$ cat src/logic/tws_pkg.sv
// Constants, types and field layout of the three-wire serial transfer control
package tws_pkg;

   // Register byte offsets
   localparam int unsigned TWS_ADDR_W = 4;
   localparam logic [3:0] TWS_OFF_MODE = 4'h0; // Mode bits
   localparam logic [3:0] TWS_OFF_DATA = 4'h4; // Shift register
   localparam logic [3:0] TWS_OFF_STAT = 4'h8; // Busy and done
   localparam logic [3:0] TWS_OFF_DIV = 4'hc; // Half period of shift clock

   // Field positions
   localparam int unsigned TWS_STAT_BUSY = 0;
   localparam int unsigned TWS_STAT_DONE = 1;

   // Values after reset, and last bit index
   localparam logic [15:0] TWS_DIV_RST = 16'h0004;
   localparam logic TWS_LINE_IDLE = 1'b1; // Idle level of clock and data out
   localparam logic [2:0] TWS_LAST_BIT = 3'h7; // Index of eighth bit

   // Bus answers
   localparam logic [1:0] TWS_RESP_OKAY = 2'h0;
   localparam logic [1:0] TWS_RESP_SLVERR = 2'h2;

   // Mode register, low bits of word
   typedef struct packed {
      logic int_clk; // Bit 3: drive shift clock ourselves
      logic bit_order_select; // Bit 2: 1 = LSB first
      logic rx_enable_bit; // Bit 1
      logic tx_enable_bit; // Bit 0
   } tws_mode_s;
   localparam tws_mode_s TWS_MODE_RST = '0;

   // Transfer state
   typedef enum logic [1:0] {
      TWS_IDLE = 2'b00,
      TWS_RUN = 2'b01,
      TWS_STOP = 2'b10 // Abort pending, waiting for clock rise
   } tws_state_e;

endpackage

$ cat src/logic/tws_ctrl.sv
// Three-wire serial transfer control with AXI4-Lite register access
//
// Implementation choices: the register addresses and the AXI4-Lite slave port.
`timescale 1ns/1ps
module tws_ctrl
(
   input wire logic CLK,
   input wire logic RST,
   input wire logic [tws_pkg::TWS_ADDR_W-1:0] S_AXI_AWADDR,
   input wire logic S_AXI_AWVALID,
   output logic S_AXI_AWREADY,
   input wire logic [31:0] S_AXI_WDATA,
   input wire logic [3:0] S_AXI_WSTRB,
   input wire logic S_AXI_WVALID,
   output logic S_AXI_WREADY,
   output logic [1:0] S_AXI_BRESP,
   output logic S_AXI_BVALID,
   input wire logic S_AXI_BREADY,
   input wire logic [tws_pkg::TWS_ADDR_W-1:0] S_AXI_ARADDR,
   input wire logic S_AXI_ARVALID,
   output logic S_AXI_ARREADY,
   output logic [31:0] S_AXI_RDATA,
   output logic [1:0] S_AXI_RRESP,
   output logic S_AXI_RVALID,
   input wire logic S_AXI_RREADY,
   input wire logic SHIFT_CLOCK_PIN_I,
   output logic SHIFT_CLOCK_PIN_O,
   output logic SHIFT_CLOCK_PIN_OE_N,
   input wire logic SERIAL_IN_PIN,
   output logic SERIAL_OUT_PIN,
   output logic TRANSFER_DONE_IRQ
);
   import tws_pkg::*;

   // Bit reversal for LSB-first loading and reading
   function automatic logic [7:0] rev8(input logic [7:0] d);
      logic [7:0] r;
      r = '0;
      for (int i = 0; i < 8; i++)
      begin
         r[i] = d[7-i];
      end
      return r;
   endfunction

   ////////////////////////////////////////////////////////////////////////
   // Declarations

   tws_mode_s mode_ff; // Software mode bits
   logic [15:0] div_ff; // Half period in CLK cycles
   logic aw_ok_ff; // Write address held
   logic [TWS_ADDR_W-1:0] aw_addr_ff;
   logic w_ok_ff; // Write data held
   logic [31:0] w_data_ff;
   logic [3:0] w_strb_ff;
   logic bvalid_ff;
   logic [1:0] bresp_ff;
   logic rvalid_ff;
   logic [31:0] rdata_ff;
   logic [1:0] rresp_ff;
   logic do_wr; // Both write halves present
   logic ar_hs; // Read address taken
   logic wr_data; // Shift register written
   logic rd_data; // Shift register read
   logic sck_m_ff; // Pin synchronisers
   logic sck_s_ff;
   logic sck_d_ff; // Previous synced level for edges
   logic si_m_ff;
   logic si_s_ff;
   logic ext_rise;
   logic ext_fall;
   tws_state_e state_ff;
   logic [2:0] cnt_ff; // Rising edges seen in this byte
   logic [15:0] div_cnt_ff;
   logic sck_ff; // Internal shift clock level
   logic tick; // Half period elapsed
   logic rise; // Shift clock rising edge in use
   logic fall;
   logic tx_act_ff; // Direction taken part at start
   logic rx_act_ff;
   logic tx_live;
   logic rx_live;
   logic rx_en_d_ff; // Previous receive enable
   logic start; // Transfer start request
   logic [7:0] sr_ff; // Shift register, next bit out always at top
   logic order_ff; // Order captured at load and again at each start
   logic so_ff;
   logic done_ff; // One-cycle completion pulse
   logic done_sticky_ff; // Status copy of completion
   logic stat_rd; // Status read clears sticky flag
   logic [15:0] reload;

   ////////////////////////////////////////////////////////////////////////
   // AXI4-Lite slave

   // Address and data are taken independently, then written together
   assign S_AXI_AWREADY = !aw_ok_ff && !bvalid_ff;
   assign S_AXI_WREADY = !w_ok_ff && !bvalid_ff;
   assign do_wr = aw_ok_ff && w_ok_ff && !bvalid_ff;
   assign S_AXI_BVALID = bvalid_ff;
   assign S_AXI_BRESP = bresp_ff;
   assign S_AXI_ARREADY = !rvalid_ff;
   assign ar_hs = S_AXI_ARVALID && !rvalid_ff;
   assign S_AXI_RVALID = rvalid_ff;
   assign S_AXI_RDATA = rdata_ff;
   assign S_AXI_RRESP = rresp_ff;
   assign wr_data = do_wr && (aw_addr_ff == TWS_OFF_DATA) && w_strb_ff[0];
   assign rd_data = ar_hs && (S_AXI_ARADDR == TWS_OFF_DATA);
   assign stat_rd = ar_hs && (S_AXI_ARADDR == TWS_OFF_STAT);

   // Write address and data holding
   always_ff @(posedge CLK)
   begin
      if (RST)
      begin
         aw_ok_ff <= 1'b0;
         aw_addr_ff <= '0;
         w_ok_ff <= 1'b0;
         w_data_ff <= '0;
         w_strb_ff <= '0;
      end
      else if (do_wr)
      begin
         aw_ok_ff <= 1'b0;
         w_ok_ff <= 1'b0;
      end
      else
      begin
         if (S_AXI_AWVALID && S_AXI_AWREADY)
         begin
            aw_ok_ff <= 1'b1;
            aw_addr_ff <= S_AXI_AWADDR;
         end
         if (S_AXI_WVALID && S_AXI_WREADY)
         begin
            w_ok_ff <= 1'b1;
            w_data_ff <= S_AXI_WDATA;
            w_strb_ff <= S_AXI_WSTRB;
         end
      end
   end

   // Write response; unmapped addresses answer SLVERR
   always_ff @(posedge CLK)
   begin
      if (RST)
      begin
         bvalid_ff <= 1'b0;
         bresp_ff <= TWS_RESP_OKAY;
      end
      else if (do_wr)
      begin
         bvalid_ff <= 1'b1;
         if (aw_addr_ff == TWS_OFF_MODE || aw_addr_ff == TWS_OFF_DATA)
            bresp_ff <= TWS_RESP_OKAY;
         else if (aw_addr_ff == TWS_OFF_STAT || aw_addr_ff == TWS_OFF_DIV)
            bresp_ff <= TWS_RESP_OKAY;
         else
            bresp_ff <= TWS_RESP_SLVERR;
      end
      else if (S_AXI_BREADY)
      begin
         bvalid_ff <= 1'b0;
      end
   end

   // Mode and divider registers, byte strobes honoured
   always_ff @(posedge CLK)
   begin
      if (RST)
      begin
         mode_ff <= TWS_MODE_RST;
         div_ff <= TWS_DIV_RST;
      end
      else if (do_wr)
      begin
         if (aw_addr_ff == TWS_OFF_MODE && w_strb_ff[0])
            mode_ff <= tws_mode_s'(w_data_ff[3:0]);
         else if (aw_addr_ff == TWS_OFF_DIV)
         begin
            if (w_strb_ff[0])
               div_ff[7:0] <= w_data_ff[7:0];
            if (w_strb_ff[1])
               div_ff[15:8] <= w_data_ff[15:8];
         end
      end
   end

   // Read path, answer one cycle after address is taken
   always_ff @(posedge CLK)
   begin
      if (RST)
      begin
         rvalid_ff <= 1'b0;
         rdata_ff <= '0;
         rresp_ff <= TWS_RESP_OKAY;
      end
      else if (ar_hs)
      begin
         rvalid_ff <= 1'b1;
         rresp_ff <= TWS_RESP_OKAY;
         rdata_ff <= '0;
         if (S_AXI_ARADDR == TWS_OFF_MODE)
            rdata_ff[3:0] <= mode_ff;
         else if (S_AXI_ARADDR == TWS_OFF_DATA)
            rdata_ff[7:0] <= order_ff ? rev8(sr_ff) : sr_ff;
         else if (S_AXI_ARADDR == TWS_OFF_STAT)
         begin
            rdata_ff[TWS_STAT_BUSY] <= (state_ff != TWS_IDLE);
            rdata_ff[TWS_STAT_DONE] <= done_sticky_ff;
         end
         else if (S_AXI_ARADDR == TWS_OFF_DIV)
            rdata_ff[15:0] <= div_ff;
         else
            rresp_ff <= TWS_RESP_SLVERR;
      end
      else if (S_AXI_RREADY)
      begin
         rvalid_ff <= 1'b0;
      end
   end

   ////////////////////////////////////////////////////////////////////////
   // Pin synchronisers and external edge detection

   // Two flops per pin; edges come from the second and a third
   always_ff @(posedge CLK)
   begin
      if (RST)
      begin
         sck_m_ff <= TWS_LINE_IDLE;
         sck_s_ff <= TWS_LINE_IDLE;
         sck_d_ff <= TWS_LINE_IDLE;
         si_m_ff <= 1'b0;
         si_s_ff <= 1'b0;
      end
      else
      begin
         sck_m_ff <= SHIFT_CLOCK_PIN_I;
         sck_s_ff <= sck_m_ff;
         sck_d_ff <= sck_s_ff;
         si_m_ff <= SERIAL_IN_PIN;
         si_s_ff <= si_m_ff;
      end
   end

   assign ext_rise = sck_s_ff && !sck_d_ff;
   assign ext_fall = !sck_s_ff && sck_d_ff;

   ////////////////////////////////////////////////////////////////////////
   // Transfer control

   // Directions still running; clearing an enable drops only that one
   assign tx_live = tx_act_ff && mode_ff.tx_enable_bit;
   assign rx_live = rx_act_ff && mode_ff.rx_enable_bit;

   // Start sources: data write with tx on, rx enable rise, data read with rx on
   assign start = (wr_data && mode_ff.tx_enable_bit)
      || (mode_ff.rx_enable_bit && !rx_en_d_ff)
      || (rd_data && mode_ff.rx_enable_bit)
      ;

   // Internal clock divider; zero behaves as one
   assign reload = (div_ff == 16'h0000) ? 16'h0000 : div_ff - 16'h0001;
   assign tick = (state_ff != TWS_IDLE) && mode_ff.int_clk && (div_cnt_ff == 16'h0000);

   // Edges seen only while a transfer runs; earlier edges do nothing
   assign rise = (state_ff != TWS_IDLE)
      && (mode_ff.int_clk ? (tick && !sck_ff) : ext_rise);
   assign fall = (state_ff == TWS_RUN)
      && (mode_ff.int_clk ? (tick && sck_ff) : ext_fall);

   // Enable edge tracker
   always_ff @(posedge CLK)
   begin
      if (RST)
         rx_en_d_ff <= 1'b0;
      else
         rx_en_d_ff <= mode_ff.rx_enable_bit;
   end

   // Transfer state, bit count and active directions
   always_ff @(posedge CLK)
   begin
      if (RST)
      begin
         state_ff <= TWS_IDLE;
         cnt_ff <= '0;
         tx_act_ff <= 1'b0;
         rx_act_ff <= 1'b0;
      end
      else if (start)
      begin
         state_ff <= TWS_RUN;
         cnt_ff <= '0;
         tx_act_ff <= mode_ff.tx_enable_bit;
         rx_act_ff <= mode_ff.rx_enable_bit;
      end
      else if (!mode_ff.tx_enable_bit && !mode_ff.rx_enable_bit)
      begin
         // Both off: counter resynchronises to next byte
         cnt_ff <= '0;
         if (state_ff == TWS_RUN && mode_ff.int_clk && !sck_ff)
            state_ff <= TWS_STOP;
         else if (state_ff == TWS_STOP && !rise)
            state_ff <= TWS_STOP;
         else
            state_ff <= TWS_IDLE;
      end
      else
      begin
         case (state_ff)
            TWS_RUN:
            begin
               if (!tx_live && !rx_live)
               begin
                  // Last live direction dropped
                  if (mode_ff.int_clk && !sck_ff)
                     state_ff <= TWS_STOP;
                  else
                     state_ff <= TWS_IDLE;
               end
               else if (rise)
               begin
                  cnt_ff <= cnt_ff + 3'h1;
                  if (cnt_ff == TWS_LAST_BIT)
                     state_ff <= TWS_IDLE;
               end
            end
            TWS_STOP:
            begin
               // Abort lands on the rising edge, with no count
               if (rise)
                  state_ff <= TWS_IDLE;
            end
            default:
            begin
               state_ff <= TWS_IDLE;
            end
         endcase
      end
   end

   // Internal shift clock; idles high and starts high
   always_ff @(posedge CLK)
   begin
      if (RST)
      begin
         sck_ff <= TWS_LINE_IDLE;
         div_cnt_ff <= '0;
      end
      else if (start || state_ff == TWS_IDLE)
      begin
         // First fall comes one half period after start, within one period
         sck_ff <= TWS_LINE_IDLE;
         div_cnt_ff <= reload;
      end
      else if (tick)
      begin
         div_cnt_ff <= reload;
         // Stop high on the eighth rise or on an abort's rise
         if (!sck_ff)
            sck_ff <= 1'b1;
         else if (fall && (tx_live || rx_live))
            sck_ff <= 1'b0;
         // No fall once every direction is off, so an abort leaves no stray pulse
      end
      else
      begin
         div_cnt_ff <= div_cnt_ff - 16'h0001;
      end
   end

   // Shift register: load in stored order, sample input on rise
   always_ff @(posedge CLK)
   begin
      if (RST)
      begin
         sr_ff <= '0;
         order_ff <= 1'b0;
      end
      else if (wr_data)
      begin
         // Order applied now persists for this byte
         sr_ff <= mode_ff.bit_order_select ? rev8(w_data_ff[7:0]) : w_data_ff[7:0];
         order_ff <= mode_ff.bit_order_select;
      end
      else if (rise && state_ff == TWS_RUN && (tx_live || rx_live))
      begin
         // Input shifts in for tx-only too; content is the sampled input even if rx is off
         sr_ff <= {sr_ff[6:0], si_s_ff};
      end
      else if (start)
      begin
         order_ff <= mode_ff.bit_order_select;
      end
   end

   // Serial output: high while tx disabled, next bit on each fall
   always_ff @(posedge CLK)
   begin
      if (RST)
         so_ff <= TWS_LINE_IDLE;
      else if (!mode_ff.tx_enable_bit)
         so_ff <= TWS_LINE_IDLE;
      else if (fall && tx_live)
         so_ff <= sr_ff[7];
   end

   // Completion pulse on eighth rise; aborts never reach it
   always_ff @(posedge CLK)
   begin
      if (RST)
         done_ff <= 1'b0;
      else
         done_ff <= !start && rise && state_ff == TWS_RUN && (tx_live || rx_live)
            && cnt_ff == TWS_LAST_BIT;
   end

   // Status copy of completion; a new pulse beats the read clear
   always_ff @(posedge CLK)
   begin
      if (RST)
         done_sticky_ff <= 1'b0;
      else if (done_ff)
         done_sticky_ff <= 1'b1;
      else if (stat_rd)
         done_sticky_ff <= 1'b0;
   end

   ////////////////////////////////////////////////////////////////////////
   // Pins

   // Clock driven only in internal mode; enable low means driving
   assign SHIFT_CLOCK_PIN_O = sck_ff;
   assign SHIFT_CLOCK_PIN_OE_N = !mode_ff.int_clk;
   assign SERIAL_OUT_PIN = so_ff;
   assign TRANSFER_DONE_IRQ = done_ff;

endmodule // tws_ctrl

$ cat config.mk
export PLATFORM = sky130hd
export DESIGN_NAME = tws_ctrl
export DESIGN_NICKNAME = d
export VERILOG_FILES = /design/src/logic/tws_pkg.sv /design/src/logic/tws_ctrl.sv
export SDC_FILE = /design/constraint.sdc
export NUM_CORES = 1
export LEC_CHECK = 0
export ABC_AREA = 1
export BUFFER_PORTS_ARGS = -buffer_cell sky130_fd_sc_hd__buf_4
export CAP_MARGIN = 10
export CORE_MARGIN = 4
export CORE_UTILIZATION = 40
export CTS_CLUSTER_DIAMETER = 50
export DETAILED_ROUTE_END_ITERATION = 6
export PLACE_DENSITY = 0.66
export RECOVER_POWER = 25
export SYNTH_ARGS = -nofsm -noshare
export SYNTH_HDL_FRONTEND = slang
export SYNTH_SLANG_ARGS = --single-unit
$ cat constraint.sdc
create_clock -name CLK -period 4.25 [get_ports CLK]
set_input_delay 0.2125 -clock CLK [delete_from_list [all_inputs] [get_ports CLK]]
set_output_delay 0.2125 -clock CLK [all_outputs]
set_load 0.1 [all_outputs]
==> flow_summary.yaml, run 1 <==
synthesis:
  synth-seq-cells: 106
  synth_top_area_frac: 0.4009
  postSynthCellCount: 742
  avgSynthCellArea_um2: 7.133
  synth_common_cells: "nand2_1 (135), nor2_1 (130), dfxtp_1 (106), o21ai_0 (66), inv_1 (61)"
  yosysMostFrequentCell: "nand2_1"
  yosysTopAreaCell: "dfxtp_1"
  yosysWarnings: 0
  synthesis.area_um2: 5293
  synth_top_cells_by_area: "dfxtp_1 (40%), nand2_1 (9.6%), nor2_1 (9.2%)"
  ys_seq_area_frac: 0.4009
  synth-edff-count: 0
  yosysUniqueCellTypes: 45
  ys.flop_type: "dfxtp_1"
  synth-async-reset-ratio: 0
power_and_ir_drop:
  p_per_area_nw_per_um2: 386.6
  p_int_w: 0.001649
  pwr-share-clk: 0.401
  cellLeakagePower_nw: 2.531
  sequentialPowerShare: 0.455
  switchingPower_w: 0.0006733
  power_switching_share: 0.2899
  combPwrFrac: 0.144
  peakVddDrop_uv: 194.4
finish:
  antenna_cells: 0
  nFillCells: 1370
  finalNetCount: 847
  utilization: 0.4704
  drive_gt1_frac: 0.1110
  multiInputGateArea_um2: 2710
  regArea_um2: 2122
  synthToLayoutAreaGrowth_pct: 13.52
detailed_routing:
  drtIter0Drc: 291
  routed_wl_um: 12300
  vias: 4555
  drtPass1Iterations: 4
  wl_per_cell_um: 12.75
  via_per_inst: 4.720
  detail-route-antenna-nets: 0
  drc: 0
min_path:
  hp-class: "in2reg"
  whs_path_depth: 2
  hold_end: "sck_m_ff"
  min-delay-start: "SHIFT_CLOCK_PIN_I"
outcome:
  status: "finished with violations"
  violations: "capacitance limit, slew limit"
global_route:
  grt_max_degree: 61
  antenna_found_initial: 0
  grt-ovfl-total: 0
  track_usage: 0.1682
  grt_pass1_wl_um: 20190
  grt_pass1_vias: 4226
cts:
  cts_buffer_depth: 2
  cts.clk_slew.worst_paths_ns: 0.07
  post_cts_buffers: 0
  hold_buffers: 0
  clock_latency_ns: 0.35
  clock-sinks: 106
  ctsResizeCount: 0
  h-tree-depth: 3
  cts_tree: "built"
  cts_made_buffers: 9
  cts-root-buf: "clkbuf_16"
die:
  die_h_um: 123.0
  num_rows: 41
  die_width_um: 123.0
  core_area_um2: 12770
  start_util: 0.4143
  die-area_um2: 15140
  io_pins: 98
sta:
  period_minus_slack_ns: 2.980
  setup_tns_ns: 0
  hold_viol_final: 0
  worstMarginPinSlew_ns: 2.028
  finalClockSkew_ns: 0.01214
  rsz0062_at_grt: "false"
  fin_crit_sh: 0.7012
  maxSlewHeadroom: -0.3522
  fmax_mhz: 335.5
  setup_viol: 0
  drv_slew: 39
setup_path:
  reg2reg_slack_ns: 2.01
  arrival_ns: 3.23
  cp-end-kind: "flip-flop"
  r2r_start: "div_cnt_ff[0]"
  crit_path_start_kind: "input port"
  setup.worst_path.class: "in2reg"
  reg2reg_depth: 10
  startpoint: "RST"
  cp.required_ns: 4.50
  timing.rr.end: "sr_ff[7]"
  path_max_fanout: 60
placement:
  numPortBuffers: 61
  gp_congestion: 0.8734
  hpwl_um: 8926
job:
  drv_cap: 1
power groups by stage:
stage | Sequential, W | Clock [W] | Combinational [W]
6_report | 0.00106 | 0.000931 | 0.000334
5_1_grt | 0.00106 | 0.000994 | 0.000361
3_5_place_dp | 0.00108 | 0 | 0.000345
4_1_cts | 0.00106 | 0.000953 | 0.000346
3_3_place_gp | 0.00108 | 0 | 0.000344
2_1_floorplan | 0.00115 | 0 | 0.000217
logic make-up (layout without fill, tap and decap cells):
kind of cell	after synthesis	after routing	synth area share
DFF	106	106	0.4009
other	1	18	0.0007085
buffers and inverters	109	143	0.09953
AOI/OAI and AO/OA	157	157	0.1593
muxes	11	11	0.02151
adders and majority gates	6	6	0.01418
xor gates and xnor gates	18	18	0.02979
and+or+nand+nor	334	334	0.2740
worst max path at each step:
stage	end	slack, ns	depth (start not counted)
finish	div_cnt_ff[7]	1.27	5
global route	S_AXI_BRESP[1]	0.91	5
CTS	sr_ff[6]	2.08	10
detailed placement	S_AXI_RDATA[7]	2.11	7
global placement	S_AXI_RDATA[7]	2.11	7
floorplan	w_data_ff[10]	1.19	6
cell type report:
cell class,instances,share of cell area
clock buffers,11,0.04207
clock inverters,5,0.01395
inverters,64,0.03998
multi-input cells,544,0.4511
flip-flops and latches,106,0.3532
well taps,172,0.03582
repair buffers,63,0.06393
per-stage QoR:
| stage | instance area [um^2] | total power (W) | cells | setup slack (ns) | hold slack (ns) |
|---|---|---|---|---|---|
| 2_1_floorplan | 5356 | 0.001363 | 759 | 1.188 | 0.3163 |
| 3_3_place_gp | 5761 | 0.001424 | 949 | 2.111 | 0.3905 |
| 3_5_place_dp | 5761 | 0.001426 | 949 | 2.109 | 0.3995 |
| 4_1_cts | 6097 | 0.002357 | 965 | 2.076 | 0.03270 |
| 5_1_grt | 6008 | 0.002417 | 965 | 0.9112 | 0.03547 |
| 6_report | 6008 | 0.002323 | 965 | 1.270 | 0.04157 |
routing by layer:
metal	up-vias	global-route usage	wire, um
li1	2463	-	-
met1	1994	0.2377	6088
met2	87	0.2538	5408
met3	11	0.03751	634
met4	0	0.05744	168
met5	-	0	0
registers in the layout (all words and copies together) (netlist names), 2 cells and up:
name and count:
div_cnt_ff 16, w_strb_ff 2, sr_ff 8, cnt_ff 3
div_ff 16, state_ff 2, mode_ff 4, S_AXI_RDATA 16
w_data_ff 16, aw_addr_ff 4
cells in the final DEF, fill, tap and decap left out, types with 6 or more instances in the layout:
cell type  count
a21oi_1       53
nand2_1      135
o21ai_0       66
buf_4         39
nor3_1        10
clkbuf_1      23
inv_1         61
nor2_1       129
a211oi_1       8
nand3_1       32
xnor2_1        8
nand2_2        9
o21ai_1       14
ha_1           6
mux2i_1        8
conb_1        18
clkbuf_16      9
xor2_1        10
dfxtp_1      106
worst max-delay path, cell delays in order:
cell	delay, ns
clkbuf_1	1.43
clkinv_1	0.48
clkbuf_2	0.70
nand2_1	0.34
nor2_1	0.06
Note: power is estimated with default switching activity, not from simulation.
==> inputs of run 2 (changes only) <==
Settings changed: ABC_AREA 1 to 0, PLACE_DENSITY 0.66 to 0.68.
Clock period 4.25 ns to 2.6 ns, I/O delays scaled along.
==> run 2 against run 1 <==
Effect of this change:
- cell count fell by 17%
- combinational power rose by 22%
- area after synthesis fell by 6.1%
- worst hold slack got worse by 0.028 ns
- power rose by 51%
- sequential share of layout area rose by 1.5 points
- via count fell by 6.5%
- critical path depth did not move
- the run now ends clean
- cell area fell by 3.9%
==> flow_summary.yaml, run 2 <==
cts:
  clock-sinks: 106
  cts_buffer_depth: 2
  cts_tree: "built"
  cts-root-buf: "clkbuf_16"
  h-tree-depth: 3
  clock_latency_ns: 0.35
  post_cts_buffers: 0
  cts_made_buffers: 9
  cts.clk_slew.worst_paths_ns: 0.08
global_route:
  grt_max_degree: 55
  grt-ovfl-total: 0
  grt-busiest-layer: "met2"
  grtUsageMet3: 0.03656
  grt_pass1_wl_um: 20340
  grt_pass1_vias: 4068
  use_met2: 0.2892
  antenna_found_initial: 0
  grtUsageMet1: 0.2343
  track_usage: 0.1751
setup_path:
  setup.worst_path.class: "reg2reg"
  cp-end-kind: "flip-flop"
  timing.rr.end: "cnt_ff[0]"
  cp_cell_sequence: "or4_1 -> nor4_1 -> a21oi_2 -> or3_1 -> a21oi_1"
  cpMaxStageDelayCell: "or4_1"
  r2r_start: "div_cnt_ff[10]"
  critPathTopFamily: "simple AND/OR/NAND/NOR gates"
  reg2reg_slack_ns: 0.25
  cp.required_ns: 2.87
  critical_path.max_stage_delay_ns: 0.63
  reg2reg_depth: 5
  path_max_fanout: 15
  crit_path_start_kind: "flip-flop"
  cp_num_buf_inv: 0
  arrival_ns: 2.62
synthesis:
  ys_seq_area_frac: 0.4270
  yosysUniqueCellTypes: 54
  synth_top_area_frac: 0.4270
  yosysWarnings: 0
  avgSynthCellArea_um2: 8.613
  postSynthCellCount: 577
  ys.flop_type: "dfxtp_1"
  synthesis.area_um2: 4970
  yosysTopAreaCell: "dfxtp_1"
  synth-async-reset-ratio: 0
  synth_common_cells: "dfxtp_1 (106), nand2_1 (83), a21oi_1 (52), nor2_1 (43), mux2i_1 (29)"
  yosysMostFrequentCell: "dfxtp_1"
  synth_top_cells_by_area: "dfxtp_1 (43%), nand2_1 (6.3%), mux2i_1 (5.8%)"
  synth-edff-count: 0
  synth-seq-cells: 106
power_and_ir_drop:
  p_per_area_nw_per_um2: 606.2
  cellLeakagePower_nw: 2.197
  peakVddDrop_uv: 348.3
job:
  drv_cap: 0
min_path:
  whs_path_depth: 3
  hp-class: "in2reg"
  min-delay-start: "S_AXI_AWADDR[0]"
  hold_end: "aw_addr_ff[0]"
die:
  core_area_um2: 12110
  num_rows: 40
  die_width_um: 119.5
  start_util: 0.4103
  io_pins: 98
  die_h_um: 119.5
  die-area_um2: 14270
finish:
  finalInstanceArea_um2: 5772
  drive_gt1_frac: 0.1264
  regArea_um2: 2123
  layout_commonest_cell: "dfxtp_1"
  multiInputGateArea_um2: 2639
  utilization: 0.4766
  final_cell_mix: "dfxtp_1 (105), nand2_1 (83), a21oi_1 (51)"
  antenna_cells: 0
  nFillCells: 1181
  finalNetCount: 687
  synthToLayoutAreaGrowth_pct: 16.14
detailed_routing:
  routed_wl_um: 12430
  drtPass1Iterations: 5
  drc: 0
  drtIter0Drc: 272
  vias: 4261
  detail-route-antenna-nets: 0
  wl_per_cell_um: 15.51
  via_per_inst: 5.320
sta:
  fmax_mhz: 425.8
  fin_crit_sh: 0.9034
  setup_viol: 0
  setup_tns_ns: 0
  finalClockSkew_ns: 0.009037
  drv_slew: 0
  rsz0062_at_grt: "false"
  hold_viol_final: 0
  maxSlewHeadroom: 0.04804
  period_minus_slack_ns: 2.349
  worstMarginPinSlew_ns: 1.428
placement:
  place_area_um2: 5517
  numPortBuffers: 61
  hpwl_um: 8908
  gp_congestion: 0.8563
outcome:
  status: "finished, final reports clean"
run 2: worst reg2reg max path, stage by stage, from the launching register on:
cell and delay, ns:
dfxtp_1 0.34, or4_1 0.63, nor4_1 0.46, a21oi_2 0.28, or3_1 0.40, a21oi_1 0.16
run 2: metal layers:
layer / up-vias / part of all wire
li1: 2104 / -
met5: - / 0
met3: 9 / 0.052
met2: 119 / 0.48
met1: 2029 / 0.46
met4: 0 / 0.0082
run 2: area by class of cell:
cell class                 count  area share
sequential                   106      0.3679
timing repair buffer          71     0.07761
tap                          168     0.03642
clock buffer                   9     0.03902
multi-input combinational    430      0.4572
inverter                      10    0.006503
clock inverter                 7     0.01539
run 2: stage by stage:
| stage | power (W) | cells | hold slack (ns) | setup WS, ns |
|---|---|---|---|---|
| floorplan | 0.002065 | 594 | 0.2225 | 0.04300 |
| global placement | 0.002135 | 782 | 0.3138 | 0.3052 |
| detailed placement | 0.002143 | 782 | 0.3217 | 0.2455 |
| CTS | 0.003536 | 801 | 0.01014 | 0.2091 |
| global route | 0.003650 | 801 | 0.01258 | 0.1038 |
| finish | 0.003499 | 801 | 0.01364 | 0.2513 |
run 2: how the worst max path moves through the flow:
stage / startpoint / cells after the start / to
floorplan: S_AXI_BVALID / 6 / div_cnt_ff[13]
global placement: div_cnt_ff[10] / 5 / cnt_ff[0]
detailed placement: div_cnt_ff[10] / 5 / cnt_ff[0]
CTS: div_cnt_ff[10] / 5 / cnt_ff[0]
global route: div_cnt_ff[0] / 7 / div_cnt_ff[4]
finish: div_cnt_ff[10] / 5 / cnt_ff[0]
run 2: where the power goes:
part	switching, W	total, W	internal, W	leakage, nW
clock	0.000698	0.00140	0.000699	0.153
sequential	0.0000355	0.00169	0.00166	0.860
combinational	0.000307	0.000409	0.000102	1.18
run 2: cells by family after synthesis:
group,share of synthesized area
DFF,0.4270
other,0.0007546
muxes,0.07200
AOI/OAI and AO/OA,0.1727
adders and majority gates,0.01511
buffers and inverters,0.05765
xor gates and xnor gates,0.04406
and+or+nand+nor,0.2107
run 2: timing repair:
action | in CTS | in global routing
hold buffers | 3 | 0
endpoints found under the hold margin | 3 | 0
setup endpoints to repair | 0 | 3
gates resized for setup | 0 | 1
==> inputs of run 3 (changes only) <==
Settings changed: CORE_UTILIZATION 40 to 37, PLACE_DENSITY 0.68 to 0.62.
Clock period 2.6 ns to 2.67 ns, I/O delays scaled along.
==> run 3 against run 2 <==
Effect of this change:
- via count down 2.0%
- non-clock buffer count unchanged
- wire length about the same
- sequential power down 2%
- clock power down 4%
- core utilization down 4.0 points
- setup slack better by 0.031 ns
- register-to-register slack better by 0.03 ns
- worst hold slack worse by 0.0017 ns
- maximum frequency down 1.6%
- die area up 7.6%
- critical path type unchanged
- critical endpoint is now state_ff[0]
- highest routed layer unchanged
==> flow_summary.yaml, run 3 (synthesis results as in run 2) <==
setup_path:
  path_max_fanout: 15
  startpoint: "div_cnt_ff[0]"
  setup.worst_path.class: "reg2reg"
  cp-end-kind: "flip-flop"
  crit_path_start_kind: "flip-flop"
  r2r_start: "div_cnt_ff[0]"
  reg2reg_depth: 7
  cp.required_ns: 2.92
  arrival_ns: 2.64
global_route:
  antenna_found_initial: 0
  grt_pass1_wl_um: 20180
  grt_max_degree: 60
  track_usage: 0.1669
  grt_pass1_vias: 4022
  grt-ovfl-total: 0
cts:
  cts_made_buffers: 9
  cts.clk_slew.worst_paths_ns: 0.07
  ctsResizeCount: 0
  cts_buffer_depth: 2
  h-tree-depth: 3
  cts_tree: "built"
  clock-sinks: 106
  clock_latency_ns: 0.36
  cts-root-buf: "clkbuf_16"
power_and_ir_drop:
  p_per_area_nw_per_um2: 589.7
  cellLeakagePower_nw: 2.190
  peakVddDrop_uv: 487.4
min_path:
  hp-class: "in2reg"
  min-delay-start: "S_AXI_AWADDR[1]"
  whs_path_depth: 3
die:
  die-area_um2: 15350
  num_rows: 42
  start_util: 0.3768
  die_h_um: 123.9
  core_area_um2: 13190
  die_width_um: 123.9
  io_pins: 98
finish:
  layout_commonest_cell: "dfxtp_1"
  final_cell_mix: "dfxtp_1 (105), nand2_1 (83), a21oi_1 (52)"
  stdcell_count: 808
  antenna_cells: 0
  synthToLayoutAreaGrowth_pct: 15.76
  drive_gt1_frac: 0.1250
  nFillCells: 1322
  utilization: 0.4362
  finalNetCount: 687
outcome:
  status: "finished, final reports clean"
sta:
  maxSlewHeadroom: 0.1257
  hold_viol_final: 0
  setup_tns_ns: 0
  drv_slew: 0
  setup_slack_ns: 0.2825
  fin_crit_sh: 0.8942
  timing.hold.ws_ns: 0.01195
  fmax_mhz: 418.8
  rsz0062_at_grt: "false"
  finalClockSkew_ns: 0.008720
  worstMarginPinSlew_ns: 1.311
  setup_viol: 0
  period_minus_slack_ns: 2.388
placement:
  gp_congestion: 0.8627
  pre_cts_slack_ns: 0.2964
  dp.cells: 791
  hpwl_um: 8995
  numPortBuffers: 61
detailed_routing:
  via_per_inst: 5.168
  vias: 4176
  wl_per_cell_um: 15.37
  drtPass1Iterations: 5
  drtIter0Drc: 349
  routed_wl_um: 12420
  drc: 0
  detail-route-antenna-nets: 0
job:
  drv_cap: 0
-- run 3: cell types whose count changed in the layout (fill, tap and decap cells not counted), sizes merged --
cell         delta
buf             +3
bufinv          +1
clkbuf          -2
inv             -2
dlygate4sd3     -1
-- run 3: final cells by class --
cell class	count	area [um^2]	share of cell area
flip-flops and latches	106	2123	0.3691
well taps	176	220.2	0.03828
clock buffers	9	225.2	0.03915
repair buffers	71	445.4	0.07742
inverters	10	37.54	0.006525
multi-input cells	430	2635	0.4580
clock inverters	6	66.31	0.01153
-- run 3: per-layer routing --
metal  global-route usage  part of all wire  vias up  routed length, um
met4              0.05407             0.015        0                189
met1               0.2268              0.46     1956               5698
met3              0.03951             0.060       19                748
met5                    0                 0        -                  0
met2               0.2623              0.47      102               5778
li1                     -                 -     2099                  -
-- run 3: stage by stage --
step	area [um^2]	power, W
4_1_cts	5846	0.003427
6_report	5753	0.003393
5_1_grt	5753	0.003522
3_3_place_gp	5534	0.002082
2_1_floorplan	5045	0.002010
3_5_place_dp	5534	0.002088
-- run 3: repair_timing --
item | 4_1_cts | 5_1_grt
endpoints found under the setup margin | 0 | 0
hold buffers | 2 | 0
buffers inserted | 0 | 0
hold endpoints to repair | 2 | 0
-- run 3: worst max-delay path, cell delays in order (launching register included) --
cell and delay [ns]:
dfxtp_1 0.39, inv_1 0.08, ha_1 0.19, nor4b_1 0.14, and3_1 0.24, a21oi_1 0.85
nand2_1 0.10, a311oi_1 0.29
-- run 3: power by group --
group / internal, W / leakage (nW) / switching (W)
combinational: 0.0000983 / 1.18 / 0.000302
sequential: 0.00162 / 0.860 / 0.0000342
clock: 0.000728 / 0.146 / 0.000615
-- run 3: path summary, 6_finish.rpt --
check / endpoint / slack [ns]
hold reg to reg: sck_s_ff / 0.42
hold / removal: aw_addr_ff[1] / 0.01
setup reg to reg: state_ff[0] / 0.28
setup / recovery: state_ff[0] / 0.28
